`src/design/lrf_pkg.sv`:
```
// Operation
// - packet is A, attribute, length, data, dollar
// - attribute chars 1 to 5 by packet type
// - notice packets carry one space byte
// - record count is two digits, MSD first
// - all values sent as ASCII digits, MSD first
// - time field is ten decimal digits
// - illuminance four digits, clamped to 1000 in records outside raw mode
// - temperature four digits in hundredths, max 9999
// - slash between records, comma between fields
// - all-data: count then full min/avg/max records; the code sends each channel as avg, min, max
// - current data: time, ch0, ch1 comma separated
// - raw mode: ch0/ch1 unconverted in four digits
// - raw mode threshold configurable, default 2500
// - fast option: 1 s acquire, 1 min process
// - mode indicator high only in run mode
// - clock monitor toggles except in standby
// - manual wake cancels low power, indicator blinks
package lrf_pkg;
    localparam logic [7:0] CH_START     = 8'h41;
    localparam logic [7:0] CH_END       = 8'h24;
    localparam logic [7:0] CH_SLASH     = 8'h2f;
    localparam logic [7:0] CH_COMMA     = 8'h2c;
    localparam logic [7:0] CH_SPACE     = 8'h20;
    localparam logic [7:0] CH_ZERO      = 8'h30;
    localparam logic [7:0] CH_NINE      = 8'h39;
    localparam logic [7:0] CH_ATTR_BASE = 8'h31;
    localparam int VAL_W  = 14;
    localparam int TIME_W = 32;
    localparam int CNV_W  = 34;
    localparam int BCD_W  = 40;
    localparam int REC_W  = 7;
    localparam int TMR_W  = 40;
    localparam logic [3:0] LEN_DIGITS   = 4'h4;
    localparam logic [3:0] CNT_DIGITS   = 4'h2;
    localparam logic [3:0] TIME_DIGITS  = 4'ha;
    localparam logic [3:0] FIELD_DIGITS = 4'h4;
    localparam logic [13:0] LEN_NOTICE  = 14'h0001;
    localparam logic [13:0] LEN_CUR     = 14'h0014;
    localparam logic [13:0] LEN_HEAD    = 14'h0002;
    localparam logic [13:0] LEN_REC_ALL = 14'h0029;
    localparam logic [13:0] LEN_REC_AVG = 14'h0015;
    localparam logic [REC_W-1:0] CNT_MAX = 7'h63;
    localparam logic [VAL_W-1:0] LUX_MAX     = 14'h03e8;
    localparam logic [VAL_W-1:0] FIELD_MAX   = 14'h270f;
    localparam logic [VAL_W-1:0] LUX_THRESH  = 14'h0258;
    localparam logic [VAL_W-1:0] TEMP_THRESH = 14'h0bb8;
    localparam logic [VAL_W-1:0] RAW_THRESH  = 14'h09c4;
    localparam longint CLK_HZ        = 125_000_000;
    localparam longint ACQ_NORMAL_S  = 60;
    localparam longint PROC_NORMAL_S = 3600;
    localparam longint ACQ_FAST_S    = 1;
    localparam longint PROC_FAST_S   = 60;
    localparam longint BLINK_HALF_MS = 125;
    localparam longint ACQ_NORMAL_CYC  = ACQ_NORMAL_S * CLK_HZ;
    localparam longint PROC_NORMAL_CYC = PROC_NORMAL_S * CLK_HZ;
    localparam longint ACQ_FAST_CYC    = ACQ_FAST_S * CLK_HZ;
    localparam longint PROC_FAST_CYC   = PROC_FAST_S * CLK_HZ;
    localparam longint BLINK_HALF_CYC  = BLINK_HALF_MS * CLK_HZ / 1000;
    localparam logic [3:0] BLINK_TOGGLES = 4'h6;
    localparam logic [5:0] CONV_STEPS    = 6'h22;

    typedef enum logic [2:0] {
        ATTR_AVG, ATTR_ALL, ATTR_CUR, ATTR_WAKE, ATTR_ERR
    } lrf_attr_t;
    typedef enum logic [1:0] {PM_RUN, PM_STANDBY, PM_SNOOZE} lrf_pmode_t;
    typedef enum logic [3:0] {
        P_START, P_ATTR, P_LEN, P_SPACE, P_COUNT, P_SLASH,
        P_TIME, P_SEP, P_FIELD, P_END
    } lrf_phase_t;
    typedef enum logic [1:0] {ST_IDLE, ST_LOAD, ST_WAIT, ST_EMIT} lrf_state_t;
endpackage

```
`src/design/lrf_conv_if.sv`:
```
`timescale 1ns/1ps
`default_nettype none
interface lrf_conv_if;
    import lrf_pkg::*;
    logic             start;
    logic [CNV_W-1:0] value;
    logic             done;
    logic [BCD_W-1:0] bcd;
    modport master (output start, output value, input done, input bcd);
    modport slave  (input start, input value, output done, output bcd);
endinterface
`default_nettype wire

```
`src/design/lrf_dec_conv.sv`:
```
`timescale 1ns/1ps
`default_nettype none
// binary to ten packed decimal digits, one bit per clock
module lrf_dec_conv (
    input  wire logic core_clk,   // system clock
    input  wire logic sys_rst,    // async reset, high
    lrf_conv_if.slave cv          // conversion request
);
    import lrf_pkg::*;
    logic [CNV_W-1:0] shift_ff;
    logic [BCD_W-1:0] bcd_ff;
    logic [BCD_W-1:0] adj;
    logic [5:0]       cnt_ff;
    logic             busy_ff;
    logic             done_ff;

    genvar i;
    generate
        for (i = 0; i < BCD_W / 4; i++) begin : g_adj
            assign adj[i*4 +: 4] = (bcd_ff[i*4 +: 4] >= 4'h5) ?
                bcd_ff[i*4 +: 4] + 4'h3 : bcd_ff[i*4 +: 4];
        end
    endgenerate

    always_ff @(posedge core_clk or posedge sys_rst) begin
        if (sys_rst) begin
            shift_ff <= '0;
            bcd_ff   <= '0;
            cnt_ff   <= '0;
            busy_ff  <= 1'b0;
            done_ff  <= 1'b0;
        end else begin
            done_ff <= 1'b0;
            if (cv.start && !busy_ff) begin
                shift_ff <= cv.value;
                bcd_ff   <= '0;
                cnt_ff   <= CONV_STEPS;
                busy_ff  <= 1'b1;
            end else if (busy_ff) begin
                bcd_ff   <= {adj[BCD_W-2:0], shift_ff[CNV_W-1]};
                shift_ff <= {shift_ff[CNV_W-2:0], 1'b0};
                cnt_ff   <= cnt_ff - 6'h1;
                if (cnt_ff == 6'h1) begin
                    busy_ff <= 1'b0;
                    done_ff <= 1'b1;
                end
            end
        end
    end

    assign cv.done = done_ff;
    assign cv.bcd  = bcd_ff;
endmodule
`default_nettype wire

```
`src/design/logger_response_formatter.sv`:
```
`timescale 1ns/1ps
`default_nettype none
module logger_response_formatter #(
    parameter longint ACQ_NORMAL  = lrf_pkg::ACQ_NORMAL_CYC,
    parameter longint PROC_NORMAL = lrf_pkg::PROC_NORMAL_CYC,
    parameter longint ACQ_FAST    = lrf_pkg::ACQ_FAST_CYC,
    parameter longint PROC_FAST   = lrf_pkg::PROC_FAST_CYC,
    parameter longint BLINK_HALF  = lrf_pkg::BLINK_HALF_CYC,
    parameter logic [lrf_pkg::VAL_W-1:0] RAW_THR = lrf_pkg::RAW_THRESH
) (
    input  wire logic                       core_clk,      // clock
    input  wire logic                       sys_rst,       // reset
    input  wire logic                       req_valid,     // packet request
    input  wire lrf_pkg::lrf_attr_t         req_attr,      // packet type
    output logic                            req_ready,     // idle
    input  wire logic [lrf_pkg::REC_W-1:0]  rec_count,     // records held
    output logic [lrf_pkg::REC_W-1:0]       rec_idx,       // record fetched
    input  wire logic [lrf_pkg::TIME_W-1:0] rec_time,      // record time
    input  wire logic [lrf_pkg::VAL_W-1:0]  rec_lux_avg,   // ch0 average
    input  wire logic [lrf_pkg::VAL_W-1:0]  rec_lux_min,   // ch0 minimum
    input  wire logic [lrf_pkg::VAL_W-1:0]  rec_lux_max,   // ch0 maximum
    input  wire logic [lrf_pkg::VAL_W-1:0]  rec_tmp_avg,   // ch1 average
    input  wire logic [lrf_pkg::VAL_W-1:0]  rec_tmp_min,   // ch1 minimum
    input  wire logic [lrf_pkg::VAL_W-1:0]  rec_tmp_max,   // ch1 maximum
    input  wire logic [lrf_pkg::TIME_W-1:0] cur_time,      // present time
    input  wire logic [lrf_pkg::VAL_W-1:0]  cur_ch0,       // present ch0
    input  wire logic [lrf_pkg::VAL_W-1:0]  cur_ch1,       // present ch1
    output logic [7:0]                      tx_data,       // byte out
    output logic                            tx_valid,      // byte valid
    input  wire logic                       tx_ready,      // uart takes
    input  wire logic                       raw_converter_option, // pin
    input  wire logic                       fast_cycle_option,    // pin
    input  wire lrf_pkg::lrf_pmode_t        power_mode,    // power state
    input  wire logic                       manual_wake_input, // pin
    output logic                            low_power_cancel,  // pulse
    output logic                            manual_wake_indicator, // blink
    output logic                            run_mode_indicator, // run
    output logic                            clock_monitor_out,  // toggles
    output logic                            level_ch0,     // ch0 >= thr
    output logic                            level_ch1,     // ch1 >= thr
    output logic                            acquire_tick,  // sample pulse
    output logic                            process_tick   // process pulse
);
    import lrf_pkg::*;

    lrf_conv_if cv ();
    lrf_dec_conv u_conv (.core_clk(core_clk), .sys_rst(sys_rst), .cv(cv));

    lrf_state_t       st_ff;
    lrf_phase_t       phase_ff, nxt_phase;
    lrf_attr_t        attr_ff;
    logic [REC_W-1:0] cnt_ff, rec_ff, nxt_rec;
    logic [2:0]       field_ff, nxt_field, last_field;
    logic [3:0]       left_ff, ndig;
    logic [7:0]       byte_ff, char_now;
    logic [BCD_W-1:0] bcd_ff;
    logic             is_num;
    logic [13:0]      len_val;
    logic [VAL_W-1:0] fval;
    logic [1:0]       raw_s_ff, fast_s_ff, wake_s_ff;
    logic             wake_d_ff;

    // option pins and the wake switch are asynchronous
    always_ff @(posedge core_clk or posedge sys_rst) begin
        if (sys_rst) begin
            raw_s_ff  <= '0;
            fast_s_ff <= '0;
            wake_s_ff <= '0;
            wake_d_ff <= 1'b0;
        end else begin
            raw_s_ff  <= {raw_s_ff[0], raw_converter_option};
            fast_s_ff <= {fast_s_ff[0], fast_cycle_option};
            wake_s_ff <= {wake_s_ff[0], manual_wake_input};
            wake_d_ff <= wake_s_ff[1];
        end
    end

    function automatic logic [7:0] dig(input logic [BCD_W-1:0] b,
                                       input logic [3:0] idx);
        dig = CH_ZERO | {4'h0, b[int'(idx)*4 +: 4]};
    endfunction

    always_comb begin
        unique case (attr_ff)
            ATTR_ALL:  len_val = LEN_HEAD + 14'(cnt_ff) * LEN_REC_ALL;
            ATTR_AVG:  len_val = LEN_HEAD + 14'(cnt_ff) * LEN_REC_AVG;
            ATTR_CUR:  len_val = LEN_CUR;
            default:   len_val = LEN_NOTICE;
        endcase
        last_field = (attr_ff == ATTR_ALL) ? 3'h5 : 3'h1;
        // raw mode skips the illuminance range limit
        if (attr_ff == ATTR_CUR)
            fval = field_ff == 3'h0 ? cur_ch0 : cur_ch1;
        else if (attr_ff == ATTR_AVG)
            fval = field_ff == 3'h0 ? rec_lux_avg : rec_tmp_avg;
        else begin
            unique case (field_ff)
                3'h0:    fval = rec_lux_avg;
                3'h1:    fval = rec_lux_min;
                3'h2:    fval = rec_lux_max;
                3'h3:    fval = rec_tmp_avg;
                3'h4:    fval = rec_tmp_min;
                default: fval = rec_tmp_max;
            endcase
        end
        if (!raw_s_ff[1] && attr_ff != ATTR_CUR && fval > LUX_MAX
            && (attr_ff == ATTR_AVG ? field_ff == 3'h0 : field_ff < 3'h3))
            fval = LUX_MAX;
        if (fval > FIELD_MAX)
            fval = FIELD_MAX;
        is_num  = 1'b1;
        ndig    = FIELD_DIGITS;
        char_now = CH_END;
        cv.value = CNV_W'(fval);
        unique case (phase_ff)
            P_START: begin is_num = 1'b0; char_now = CH_START; end
            P_ATTR: begin
                is_num = 1'b0;
                char_now = CH_ATTR_BASE + {5'h0, attr_ff};
            end
            P_LEN: begin
                ndig = LEN_DIGITS;
                cv.value = CNV_W'(len_val);
            end
            P_SPACE: begin is_num = 1'b0; char_now = CH_SPACE; end
            P_COUNT: begin
                ndig = CNT_DIGITS;
                cv.value = CNV_W'(cnt_ff);
            end
            P_SLASH: begin is_num = 1'b0; char_now = CH_SLASH; end
            P_TIME: begin
                ndig = TIME_DIGITS;
                cv.value = CNV_W'(attr_ff == ATTR_CUR ? cur_time : rec_time);
            end
            P_SEP: begin is_num = 1'b0; char_now = CH_COMMA; end
            P_FIELD: ;
            P_END: is_num = 1'b0;
        endcase
        nxt_phase = P_END;
        nxt_field = field_ff;
        nxt_rec   = rec_ff;
        unique case (phase_ff)
            P_START: nxt_phase = P_ATTR;
            P_ATTR:  nxt_phase = P_LEN;
            P_LEN: begin
                if (attr_ff == ATTR_CUR)      nxt_phase = P_TIME;
                else if (attr_ff == ATTR_ALL || attr_ff == ATTR_AVG)
                    nxt_phase = P_COUNT;
                else                          nxt_phase = P_SPACE;
            end
            P_COUNT: nxt_phase = (cnt_ff != '0) ? P_SLASH : P_END;
            P_SLASH: nxt_phase = P_TIME;
            P_TIME: begin nxt_phase = P_SEP; nxt_field = 3'h0; end
            P_SEP:   nxt_phase = P_FIELD;
            P_FIELD: begin
                if (field_ff != last_field) begin
                    nxt_phase = P_SEP;
                    nxt_field = field_ff + 3'h1;
                end else if (attr_ff != ATTR_CUR
                             && rec_ff + 7'h1 < cnt_ff) begin
                    nxt_phase = P_SLASH;
                    nxt_rec   = rec_ff + 7'h1;
                end
            end
            default: nxt_phase = P_END;
        endcase
    end

    assign cv.start  = (st_ff == ST_LOAD) && is_num;
    assign req_ready = (st_ff == ST_IDLE);
    assign tx_valid  = (st_ff == ST_EMIT);
    assign tx_data   = byte_ff;
    assign rec_idx   = rec_ff;

    always_ff @(posedge core_clk or posedge sys_rst) begin
        if (sys_rst) begin
            st_ff    <= ST_IDLE;
            phase_ff <= P_START;
            attr_ff  <= ATTR_WAKE;
            cnt_ff   <= '0;
            rec_ff   <= '0;
            field_ff <= '0;
            left_ff  <= '0;
            byte_ff  <= '0;
            bcd_ff   <= '0;
        end else begin
            unique case (st_ff)
                ST_IDLE: if (req_valid) begin
                    attr_ff  <= req_attr;
                    cnt_ff   <= rec_count > CNT_MAX ? CNT_MAX : rec_count;
                    rec_ff   <= '0;
                    phase_ff <= P_START;
                    st_ff    <= ST_LOAD;
                end
                ST_LOAD: if (is_num) st_ff <= ST_WAIT;
                else begin
                    byte_ff <= char_now;
                    left_ff <= 4'h1;
                    st_ff   <= ST_EMIT;
                end
                ST_WAIT: if (cv.done) begin
                    bcd_ff  <= cv.bcd;
                    left_ff <= ndig;
                    byte_ff <= dig(cv.bcd, ndig - 4'h1);
                    st_ff   <= ST_EMIT;
                end
                ST_EMIT: if (tx_ready) begin
                    if (left_ff > 4'h1) begin
                        left_ff <= left_ff - 4'h1;
                        byte_ff <= dig(bcd_ff, left_ff - 4'h2);
                    end else begin
                        phase_ff <= nxt_phase;
                        field_ff <= nxt_field;
                        rec_ff   <= nxt_rec;
                        st_ff    <= phase_ff == P_END ? ST_IDLE : ST_LOAD;
                    end
                end
            endcase
        end
    end

    // acquisition and processing periods
    logic [TMR_W-1:0] tmr_ff [2];
    logic [1:0]       tick_ff;
    genvar g;
    generate
        for (g = 0; g < 2; g++) begin : g_tmr
            logic [TMR_W-1:0] per;
            assign per = fast_s_ff[1] ?
                TMR_W'(g == 0 ? ACQ_FAST : PROC_FAST) :
                TMR_W'(g == 0 ? ACQ_NORMAL : PROC_NORMAL);
            always_ff @(posedge core_clk or posedge sys_rst) begin
                if (sys_rst) begin
                    tmr_ff[g]  <= '0;
                    tick_ff[g] <= 1'b0;
                end else begin
                    tick_ff[g] <= tmr_ff[g] >= per - TMR_W'(1);
                    tmr_ff[g]  <= tmr_ff[g] >= per - TMR_W'(1) ?
                                  '0 : tmr_ff[g] + TMR_W'(1);
                end
            end
        end
    endgenerate
    assign acquire_tick = tick_ff[0];
    assign process_tick = tick_ff[1];

    // level judgement and power status pins
    logic [TMR_W-1:0] blink_cnt_ff;
    logic [3:0]       blink_left_ff;
    logic             cancel_ff, blink_ff, run_ff, clkmon_ff, lv0_ff, lv1_ff;
    always_ff @(posedge core_clk or posedge sys_rst) begin
        if (sys_rst) begin
            lv0_ff    <= 1'b0;
            lv1_ff    <= 1'b0;
            run_ff    <= 1'b0;
            clkmon_ff <= 1'b0;
        end else begin
            lv0_ff <= cur_ch0 >= (raw_s_ff[1] ? RAW_THR : LUX_THRESH);
            lv1_ff <= cur_ch1 >= (raw_s_ff[1] ? RAW_THR : TEMP_THRESH);
            run_ff <= power_mode == PM_RUN;
            if (power_mode != PM_STANDBY)
                clkmon_ff <= !clkmon_ff;
        end
    end

    always_ff @(posedge core_clk or posedge sys_rst) begin
        if (sys_rst) begin
            cancel_ff     <= 1'b0;
            blink_ff      <= 1'b0;
            blink_left_ff <= '0;
            blink_cnt_ff  <= '0;
        end else begin
            cancel_ff <= wake_s_ff[1] && !wake_d_ff;
            if (wake_s_ff[1] && !wake_d_ff) begin
                blink_left_ff <= BLINK_TOGGLES;
                blink_cnt_ff  <= '0;
                blink_ff      <= 1'b1;
            end else if (blink_left_ff != '0) begin
                if (blink_cnt_ff >= TMR_W'(BLINK_HALF) - TMR_W'(1)) begin
                    blink_cnt_ff  <= '0;
                    blink_left_ff <= blink_left_ff - 4'h1;
                    blink_ff      <= blink_left_ff > 4'h1 ? !blink_ff : 1'b0;
                end else
                    blink_cnt_ff <= blink_cnt_ff + TMR_W'(1);
            end
        end
    end
    assign low_power_cancel      = cancel_ff;
    assign manual_wake_indicator = blink_ff;
    assign run_mode_indicator    = run_ff;
    assign clock_monitor_out     = clkmon_ff;
    assign level_ch0             = lv0_ff;
    assign level_ch1             = lv1_ff;
endmodule
`default_nettype wire

```
`config.mk`:
```
export PLATFORM = sky130hd
export DESIGN_NAME = logger_response_formatter
export DESIGN_NICKNAME = d
export VERILOG_FILES = /design/src/design/lrf_pkg.sv /design/src/design/lrf_conv_if.sv /design/src/design/lrf_dec_conv.sv /design/src/design/logger_response_formatter.sv
export SDC_FILE = /design/constraint.sdc
export NUM_CORES = 1
export LEC_CHECK = 0
export BUFFER_PORTS_ARGS = -buffer_cell sky130_fd_sc_hd__buf_2
export CORE_MARGIN = 3
export CORE_UTILIZATION = 60
export DETAILED_ROUTE_END_ITERATION = 6
export PLACE_DENSITY_LB_ADDON = 0.2
export REMOVE_ABC_BUFFERS = 1
export SLEW_MARGIN = 15
export SYNTH_ARGS = -nofsm -noshare
export SYNTH_HDL_FRONTEND = slang
export SYNTH_HIERARCHICAL = 1
export SYNTH_SLANG_ARGS = --single-unit
```
`constraint.sdc`:
```
create_clock -name core_clk -period 8.2 [get_ports core_clk]
set_input_delay 1.64 -clock core_clk [delete_from_list [all_inputs] [get_ports core_clk]]
set_output_delay 1.64 -clock core_clk [all_outputs]
set_load 0.1 [all_outputs]
```
# Word-level counts from Yosys, hierarchy flattened
# Index checks and enable logic that the tools add are counted.
[totals] wordCells=239 input_bits=195 ff_bits=299
[classes] bitwise_logic=1 n_eq_ne=32 add_sub_neg=25 shift=2 n_lt_le_gt_ge=22 n_mux=90 mul=2 reduce_logical=35
[ops] operator="40-bit 2-to-1 mux" n=7
[ops] operator="40-bit by 1-bit adder with 40-bit output (second input constant)" n=3
[ops] operator="32-bit case mux with 3 select lines" n=1
[ops] operator="4-bit 2-to-1 mux" n=22
[ops] operator="14-bit 2-to-1 mux" n=6
[ops] operator="40-bit >= comparator" n=2
[ops] operator="40-bit by 7-bit variable part select with 4-bit output" n=2
[ops] operator="14-bit case mux with 5 select lines" n=1
[ops] operator="34-bit 2-to-1 mux" n=2
[ops] operator="7-bit 2-to-1 mux" n=7
[ops] operator="14-bit case mux with 3 select lines" n=1
[ops] operator="4-bit by 3-bit >= comparator with 1-bit output (second input constant)" n=10
[ops] operator="40-bit by 24-bit >= comparator with 1-bit output (second input constant)" n=1
[ops] operator="39-bit by 1-bit subtractor with 40-bit output (second input constant)" n=1
[ops] operator="39-bit 2-to-1 mux" n=1
[ops] operator="4-bit by 2-bit adder with 4-bit output (second input constant)" n=9
[ops] operator="7-bit case mux with 5 select lines" n=1
[ops] operator="33-bit by 1-bit subtractor with 34-bit output (second input constant)" n=1
[ops] operator="33-bit 2-to-1 mux" n=1
[ops] operator="32-bit 2-to-1 mux" n=1
[ops] operator="8-bit 2-to-1 mux" n=4
[ops] operator="4-bit case mux with 8 select lines" n=1
[ops] operator="14-bit by 12-bit >= comparator with 1-bit output" n=2
[ops] operator="8-bit case mux with 3 select lines" n=1
[ops] operator="58 further kinds" n=121

# Longest topological paths before layout
# Gate-level depths: netlist (run 1).
[depth] ltp_word=12 depth_mapped=16 mapped_depth_nobuf=14

# Hierarchy
# The synthesis (run 1) kept the hierarchy.
[modules_own_cells] mod="logger_response_formatter" cells_each=1668 seq_area_each_um2=5407.7 area_each_um2=15197.1 instances=1
[modules_own_cells] mod="lrf_dec_conv" cells_each=493 seq_area_each_um2=2052.0 area_each_um2=4609.4 instances=1

# Least setup slack after synthesis (run 1)
# No wires, ideal clock.
[synth_path] path_kind="input to register" from="in rec_lux_avg[8] (netlist bit)" to="reg u_conv.shift_ff[8]" stages=9 t_arrival_ns=3.613 setup_ns=0.133 path_buffers=0 setup_slack_ns=4.454 path_cell_list="mux2_4 a222oi_1 a22oi_1 a221o_1 and4bb_1 a31o_4 o32a_1 mux2i_1 o21ai_0"
[synth_between] elab_chain_cells=11 word_cells_on_any_way=12
[synth_lines] element="start, declared" line_no="logger_response_formatter.sv:19" text="input wire logic [lrf_pkg::VAL_W-1:0] rec_lux_avg,"
[synth_lines] element="14-bit case mux with 5 select lines / 14-bit 2-to-1 mux (equally long branches)" line_no="logger_response_formatter.sv:97, logger_response_formatter.sv:95"
[synth_lines] element="14-bit 2-to-1 mux (*)" line_no="logger_response_formatter.sv:94" text="else if (attr_ff == ATTR_AVG)"
[synth_lines] element="14-bit 2-to-1 mux (*)" line_no="logger_response_formatter.sv:92" text="if (attr_ff == ATTR_CUR)"
[synth_lines] element="14-bit by 10-bit greater-than comparator with 1-bit output" line_no="logger_response_formatter.sv:106" text="if (!raw_s_ff[1] && attr_ff != ATTR_CUR && fval > LUX_MAX"
[synth_lines] element="1-bit logical AND" line_no="logger_response_formatter.sv:106"
[synth_lines] element="1-bit logical AND" line_no="logger_response_formatter.sv:107" text="&& (attr_ff == ATTR_AVG ? field_ff == 3'h0 : field_ff < 3'h3))"
[synth_lines] element="14-bit 2-to-1 mux (*)" line_no="logger_response_formatter.sv:106"
[synth_lines] element="14-bit greater-than comparator" line_no="logger_response_formatter.sv:109" text="if (fval > FIELD_MAX)"
[synth_lines] element="14-bit 2-to-1 mux (*)" line_no="logger_response_formatter.sv:109"
[synth_lines] element="32-bit case mux with 3 select lines (*)" line_no="logger_response_formatter.sv:115" text="unique case (phase_ff)"
[synth_lines] element="via cv.value[8]" line_no="lrf_conv_if.sv:6" text="logic [CNV_W-1:0] value;"
[synth_lines] element="34-bit 2-to-1 mux (*)" line_no="lrf_dec_conv.sv:34" text="if (cv.start && !busy_ff) begin"
[synth_lines] element="end signal, assigned" line_no="lrf_dec_conv.sv:35" text="shift_ff <= cv.value;"
[synth_lines] element="end signal, assigned" line_no="lrf_dec_conv.sv:41" text="shift_ff <= {shift_ff[CNV_W-2:0], 1'b0};"
[synth_lines] element="end, declared" line_no="lrf_dec_conv.sv:10" text="logic [CNV_W-1:0] shift_ff;"
# Mark *: on every way through the listed nets, which the timed path passes. The rest lies on a longest branch.
# A chain may end at the register's enable or synchronous reset.

# Worst setup path after layout (run 1)
[layout_path] from="reg field_ff[0]" to="reg u_conv.shift_ff[8]"
[layout_between] elab_chain_cells=12 word_cells_on_any_way=20
[layout_lines] element="start, declared" line_no="logger_response_formatter.sv:53" text="logic [2:0] field_ff, nxt_field, last_field;"
[layout_lines] element="start signal, assigned" line_no="logger_response_formatter.sv:213" text="field_ff <= nxt_field;"
[layout_lines] element="3-bit equality test, or another cell as far along" line_no="logger_response_formatter.sv:97" text="unique case (field_ff)"
[layout_lines] element="14-bit case mux with 5 select lines / 14-bit 2-to-1 mux (equally long branches)" line_no="logger_response_formatter.sv:97, logger_response_formatter.sv:95"
[layout_lines] element="14-bit 2-to-1 mux" line_no="logger_response_formatter.sv:94"
[layout_lines] element="14-bit 2-to-1 mux" line_no="logger_response_formatter.sv:92"
[layout_lines] element="14-bit by 10-bit greater-than comparator with 1-bit output" line_no="logger_response_formatter.sv:106"
[layout_lines] element="1-bit logical AND" line_no="logger_response_formatter.sv:106"
[layout_lines] element="1-bit logical AND" line_no="logger_response_formatter.sv:107"
[layout_lines] element="14-bit 2-to-1 mux (*)" line_no="logger_response_formatter.sv:106"
[layout_lines] element="14-bit greater-than comparator" line_no="logger_response_formatter.sv:109"
[layout_lines] element="14-bit 2-to-1 mux (*)" line_no="logger_response_formatter.sv:109"
[layout_lines] element="32-bit case mux with 3 select lines (*)" line_no="logger_response_formatter.sv:115"
[layout_lines] element="via cv.value[8]" line_no="lrf_conv_if.sv:6"
[layout_lines] element="34-bit 2-to-1 mux (*)" line_no="lrf_dec_conv.sv:34"
# Marked as above.

==> metrics, run 1 <==
DRT Pass-1 Iters=7; post-cts hold buffer count=0; # clock sinks=around 300; Leak Pwr=approximately 10 nW; wire per inst=~20 microns; initial antenna violation count=0; Die Wd=188 microns; Critical Path RT=8560 ps; Routed Wire Length=56.1 mm; all-layer global routing usage=31.0%; layout cell share with drive strength beyond 1=16.2%; DP HPWL=between 40 and 50 mm; Post-synth EDFFs=0; # H-tree levels=2; RSZ-0062 raised after global routing=false; Worst Setup Slack, final=3900 ps; CTS tree=built; Skew-Pair Late Insertion Delay=approximately 510 ps; Syn Area/Cell=9.17 sq um; Compound-Gate Fraction of Synth Area=a little under a fifth; Final min period=4300 ps; Die Y=188 microns; first-pass GRT wire length=~91 mm; Cell variety after synth=96; Post-Syn Instances=between 2k and 2.5k; Seq cells post-synth=298; Peak VDD IR=between 200 and 300 uV; status=complete, no violations; sequential share of the synthesized area=a little under two fifths; Fmax=233 MHz; CTS root buf=clkbuf_16; Synth Flop Type=dfrtp_1; fin cells=2779; Slew Viols, Final=0; DP Area=0.0211 sq mm; PwrDens=285 mW/mm^2; mux cell area share after synthesis=6.89%; final core utilization=just under 70%; Worst Tran Pin Value=1150 ps; vias per inst=6.32; most frequent cell after synthesis=dfrtp_1; ys async rst share=100%; Die Area=0.0352 sq mm; final period utilization=52.4%; critical path, cell by cell=inv_1, ha_1, nor2_1, and3_1, o32a_1, a211oi_1, or4_1, nand3_2, o32a_1, mux2i_1, o21ai_0; ant diodes=0; synthesized cell area=0.0198 sq mm; DR iter-0 viols=1277; Max-slew headroom=a little under a quarter; Crit. End Element=flop; Initial Utilization=61.8%; TritonCTS buffer count=34; number of remaining DRC errors=0; grt met1 use=42.1%; Worst-path clk slew=about 60 ps; fin area=~0.022 sq mm; Yosys warnings=6; io pins=220; DRT antenna net count=0; post-synthesis simple-gate area fraction=18.2%; top cells by area, synth=dfrtp_1, ha_1, nand2_1; IO buf count=218; Arr. time, crit path=4650 ps; largest family of logic cells by synthesized area=compound AO/OA/AOI/OAI gates; top-area cell type share of the netlist area=37.4%; Post-synth top cells=dfrtp_1, nand2_1, ha_1, nor2_1, o21ai_0; core region area=0.0320 sq mm; total gr overflow=0; crit-path max cell delay=approximately 850 ps; vias in the first global route=between 15k and 20k; placed cells=between 2k and 3k; Clock Skews=18.5 ps; Setup Buffers After CTS=0; gr busiest metal=met2; Synth Area in Adders=about 9.3%; Hold Path Class=reg2reg; Final TNS setup=0 ps; Synth Area in XOR/XNOR=about 4.5%; # setup viols final=0; Crit Path Max Fanout=27; met2 usage=between 50% and 60%; post-synth top area cell=dfrtp_1; Critical Path Start Type=flop; final hold violations=0; Worst path most repeated cell=o32a_1; slowest cell on the critical path=ha_1; setup slack at placement=4010 ps; Final Net Count=2665; # rows=65; largest net degree at the start of global routing=105; Layout area overhead=11.7%; routability congestion estimate=about 0.94; critical path type=reg2reg; Max-cap violations=0; met3 Resource Use GR=3.91%; # resized after CTS=0; CTS max path bufs=3; vias=17.6k
## kinds of logic (layout without fill, tap and decap cells)
group                    count (synthesis)  in the layout
AND/OR/NAND/NOR                        744            744
AO/OA/AOI/OAI                          542            542
flip-flops                             298            298
other                                    1              9
multiplexers                           120            120
adder cells (fa/ha/maj)                145            145
buffers and inverters                  209            384
XOR/XNOR                               102            102
## critical path, delay by kind of cell (launching register included)
family	cells	cell delay, ps
buffers and inverters	1	130
flip-flops	1	410
multiplexers	1	160
adder cells (fa/ha/maj)	1	850
AND/OR/NAND/NOR	4	1210
AO/OA/AOI/OAI	4	1360
## sequential cells by signal, indices dropped and copies added, names as in the netlist, 2 cells and up
signal           cells
attr_ff              3
bcd_ff              40
blink_cnt_ff        40
blink_left_ff        4
cnt_ff               7
fast_s_ff            2
field_ff             3
left_ff              4
phase_ff             4
raw_s_ff             2
rec_idx              7
st_ff                2
tmr_ff              80
tx_data              7
u_conv/cnt_ff        6
u_conv/cv.bcd       40
u_conv/shift_ff     34
wake_s_ff            2
## power by group
group | internal (W) | switching, W | leakage [nW]
sequential | 0.00168 | 0.000292 | 3.98
combinational | 0.00111 | 0.00182 | 5.71
clock | 0.000816 | 0.000593 | 0.499
total | 0.00360 | 0.00271 | 10.2
## metal layers
layer,vias up,wire (microns)
met4,0,2000
met5,-,0
li1,8219,-
met1,8569,24100
met2,665,26500
met3,108,3460
## worst paths after layout
path / startpoint / to / slack [ps] / cells after the start
max: field_ff[0] / u_conv/shift_ff[8] / 3900 / 11
min: fast_s_ff[0] / fast_s_ff[1] / 350 / 0
max reg2reg: field_ff[0] / u_conv/shift_ff[8] / 3900 / 11
min reg2reg: fast_s_ff[0] / fast_s_ff[1] / 350 / 0
max in group asynchronous: sys_rst / blink_cnt_ff[36] / 5570 / 3
min in group asynchronous: sys_rst / u_conv/cv.bcd[3] / 1170 / 2
## stage by stage
step	power [W]	hold slack, ps
after floorplan	0.00405	331
after global placement	0.00477	333
after detailed placement	0.00485	338
after CTS	0.00629	350
after global routing	0.00671	378
final	0.00631	349
## final cells by class
cell class	instances	area, sq um
multi-input combinational	1662	11500
fill	2661	9910
sequential	298	7460
timing repair buffer	238	1240
clock buffer	48	963
tap	435	544
inverter	92	354
clock inverter	6	48.8
## cells in the final DEF (no fill, tap or decap), types with 27 or more instances in the layout
master and count:
nor3_1 35, nand3_1 89, xor2_1 63, dfrtp_1 295
a21oi_1 92, o21ai_0 133, nand2_1 261, ha_1 140
nand4_1 30, a211oi_1 51, xnor2_1 39, inv_1 88
mux2i_1 64, buf_2 218, clkbuf_16 34, mux2_2 46
a31oi_1 33, nor2b_1 27, nor2_1 139
No activity file was read; power rests on OpenSTA's default activity.
==> run 2: changes to the inputs <==
--- a/config.mk
+++ b/config.mk
@@ -7,7 +7,7 @@
 export LEC_CHECK = 0
 export BUFFER_PORTS_ARGS = -buffer_cell sky130_fd_sc_hd__buf_2
 export CORE_MARGIN = 3
-export CORE_UTILIZATION = 60
+export CORE_UTILIZATION = 54
 export DETAILED_ROUTE_END_ITERATION = 6
 export PLACE_DENSITY_LB_ADDON = 0.2
 export REMOVE_ABC_BUFFERS = 1
==> constraint.sdc (replaced) <==
create_clock -name core_clk -period 3.6 [get_ports core_clk]
set_input_delay 0.72 -clock core_clk [delete_from_list [all_inputs] [get_ports core_clk]]
set_output_delay 0.72 -clock core_clk [all_outputs]
set_load 0.1 [all_outputs]
==> run 2 against run 1 <==
Against the previous run:
- the flow now finishes with violations (design-rule violations)
- worst setup slack got worse by 3700 ps
- routed wire length decreased by 0.80%
- worst hold slack got worse by 51 ps
- clock power increased by 150%
- critical path type unchanged
- die area increased by 11%
- power increased by 140%
- clock-buffer cell count increased by 1
- cell count increased by 2.3%
- largest power group unchanged
- combinational power increased by 140%
- sequential power increased by 120%
==> metrics, run 2 (synthesis results as in run 1) <==
status=finished, violations left; failing checks=design-rule violations; Layout area overhead=14.1%; most common library cell in the layout ignoring fill and taps=dfrtp_1; all-layer global routing usage=27.9%; Die Area=0.0390 sq mm; Fmax=291 MHz; Worst path most repeated cell=ha_1; Crit. End Element=flop; CTS root buf=clkbuf_16; CTS max path bufs=3; final hold violations=0; Crit Path Max Fanout=4; # H-tree levels=2; vias=17.6k; RSZ-0062 raised after global routing=true; initial antenna violation count=0; post-cts hold buffer count=0; final period utilization=95.6%; TritonCTS buffer count=34; largest net degree at the start of global routing=110; wire per inst=between 15 and 20 microns; Worst Tran Pin Value=around 1200 ps; Clock Skews=approximately 9.1 ps; DRT Pass-1 Iters=7; Arr. time, crit path=between 3000 and 4000 ps; Initial Utilization=55.3%; Worst Setup Slack, final=roughly 160 ps; Peak VDD IR=approximately 540 uV; # clock sinks=roughly 300; max reg flops=80; first-pass GRT wire length=89.3 mm; io pins=220; Final Net Count=between 2k and 3k; Setup Buffers After CTS=0; Die Y=a little under 200 microns; Critical Path RT=3980 ps; Worst-path clk slew=60 ps; Max-cap violations=0; vias in the first global route=approximately 17k; ant diodes=0; IO buf count=218; Final min period=3440 ps; layout cell share with drive strength beyond 1=between 15 and 20%; # setup viols final=0; number of remaining DRC errors=9; critical path, cell by cell=ha_1, ha_1, inv_1, fa_1, inv_1, ha_1, nor3_2, o32ai_1, a221o_1, or3_1, a2bb2oi_1, mux2i_1, o21ai_0; Critical Path Start Type=flop; core region area=~0.036 sq mm; DRT antenna net count=0; Max-slew headroom=a little under a quarter; Top reg by flops=tmr_ff; Die Wd=198 microns; Leak Pwr=10.4 nW; most frequent cells in the layout=dfrtp_1, nand2_1, buf_2, ha_1, nor2_1; DR iter-0 viols=1215; critical path type=reg2reg; DP Area=0.0214 sq mm; PwrDens=660 mW/mm^2; crit-path max cell delay=490 ps; Hold Path Class=in2async; Slew Viols, Final=0; DP HPWL=approximately 41 mm; total gr overflow=0; Skew-Pair Late Insertion Delay=approximately 520 ps; routability congestion estimate=0.940; # rows=~70; CTS tree=built; vias per inst=just over 6; fin area=between 0.02 and 0.025 sq mm; setup slack at placement=32.5 ps; Routed Wire Length=55.7 mm; slowest cell on the critical path=fa_1
==> run 2: path summary, 6_finish.rpt <==
kind                       cells past startpoint            endpoint              start  slack [ps]
setup / recovery                              13  u_conv/shift_ff[6]          cnt_ff[2]         160
hold / removal                                 2    u_conv/cv.bcd[8]            sys_rst         300
setup reg to reg                              13  u_conv/shift_ff[6]          cnt_ff[2]         160
hold reg to reg                                0        fast_s_ff[1]       fast_s_ff[0]         350
max in group asynchronous                      4   u_conv/cv.bcd[17]            sys_rst        2260
min in group core_clk                          1        fast_s_ff[0]  fast_cycle_option         320
==> run 2: layer usage <==
| metal | share of wire (%) | vias up | GRT usage (%) |
|---|---|---|---|
| li1 | - | 8306 | - |
| met1 | 43 | 8529 | 36.0 |
| met2 | 47 | 599 | 46.9 |
| met3 | 5.7 | 141 | 4.14 |
| met4 | 4.6 | 0 | 12.6 |
| met5 | 0 | - | 0 |
==> run 2: critical path, delay by kind of cell, from the launching register on <==
family,cells,cell delay [ps]
fa+ha+maj,4,1440
compound gates,4,670
simple gates,2,520
flops,1,420
mux,1,140
buf+inv,2,100
==> run 2: report_power, final <==
group	switching, W	leakage [nW]	internal [W]	total, W
Combinational	0.00433	5.91	0.00274	0.00707
Sequential	0.000560	3.98	0.00382	0.00438
Clock	0.00137	0.537	0.00210	0.00347
==> run 2: layout make-up <==
cell class	count	area, sq um
fillers	3005	13200
multi-input cells	1662	11600
flip-flops and latches	298	7460
repair buffers	272	1550
clock buffers	49	978
well taps	461	577
inverters	92	354
clock inverters	8	121
==> run 2: metrics by stage <==
| stage | std cells | hold WS, ps | utilization (%) | TNS, ps | power [W] |
|---|---|---|---|---|---|
| floorplan | 2052 | 331 | - | -805470 | 0.00923 |
| CTS | 2842 | 291 | 62.9 | 0 | 0.0148 |
| global route | 2842 | 293 | 63.1 | -35.1 | 0.0159 |
| detailed placement | 2785 | 336 | 59.9 | 0 | 0.0112 |
| global placement | 2785 | 332 | 59.9 | 0 | 0.0110 |
| finish | 2842 | 297 | 63.1 | 0 | 0.0149 |
==> run 2: timing repair <==
| action | in CTS | in global routing |
|---|---|---|
| endpoints found under the setup margin | 1 | 10 |
| resized for setup | 1 | 12 |
| pin swaps | 0 | 1 |
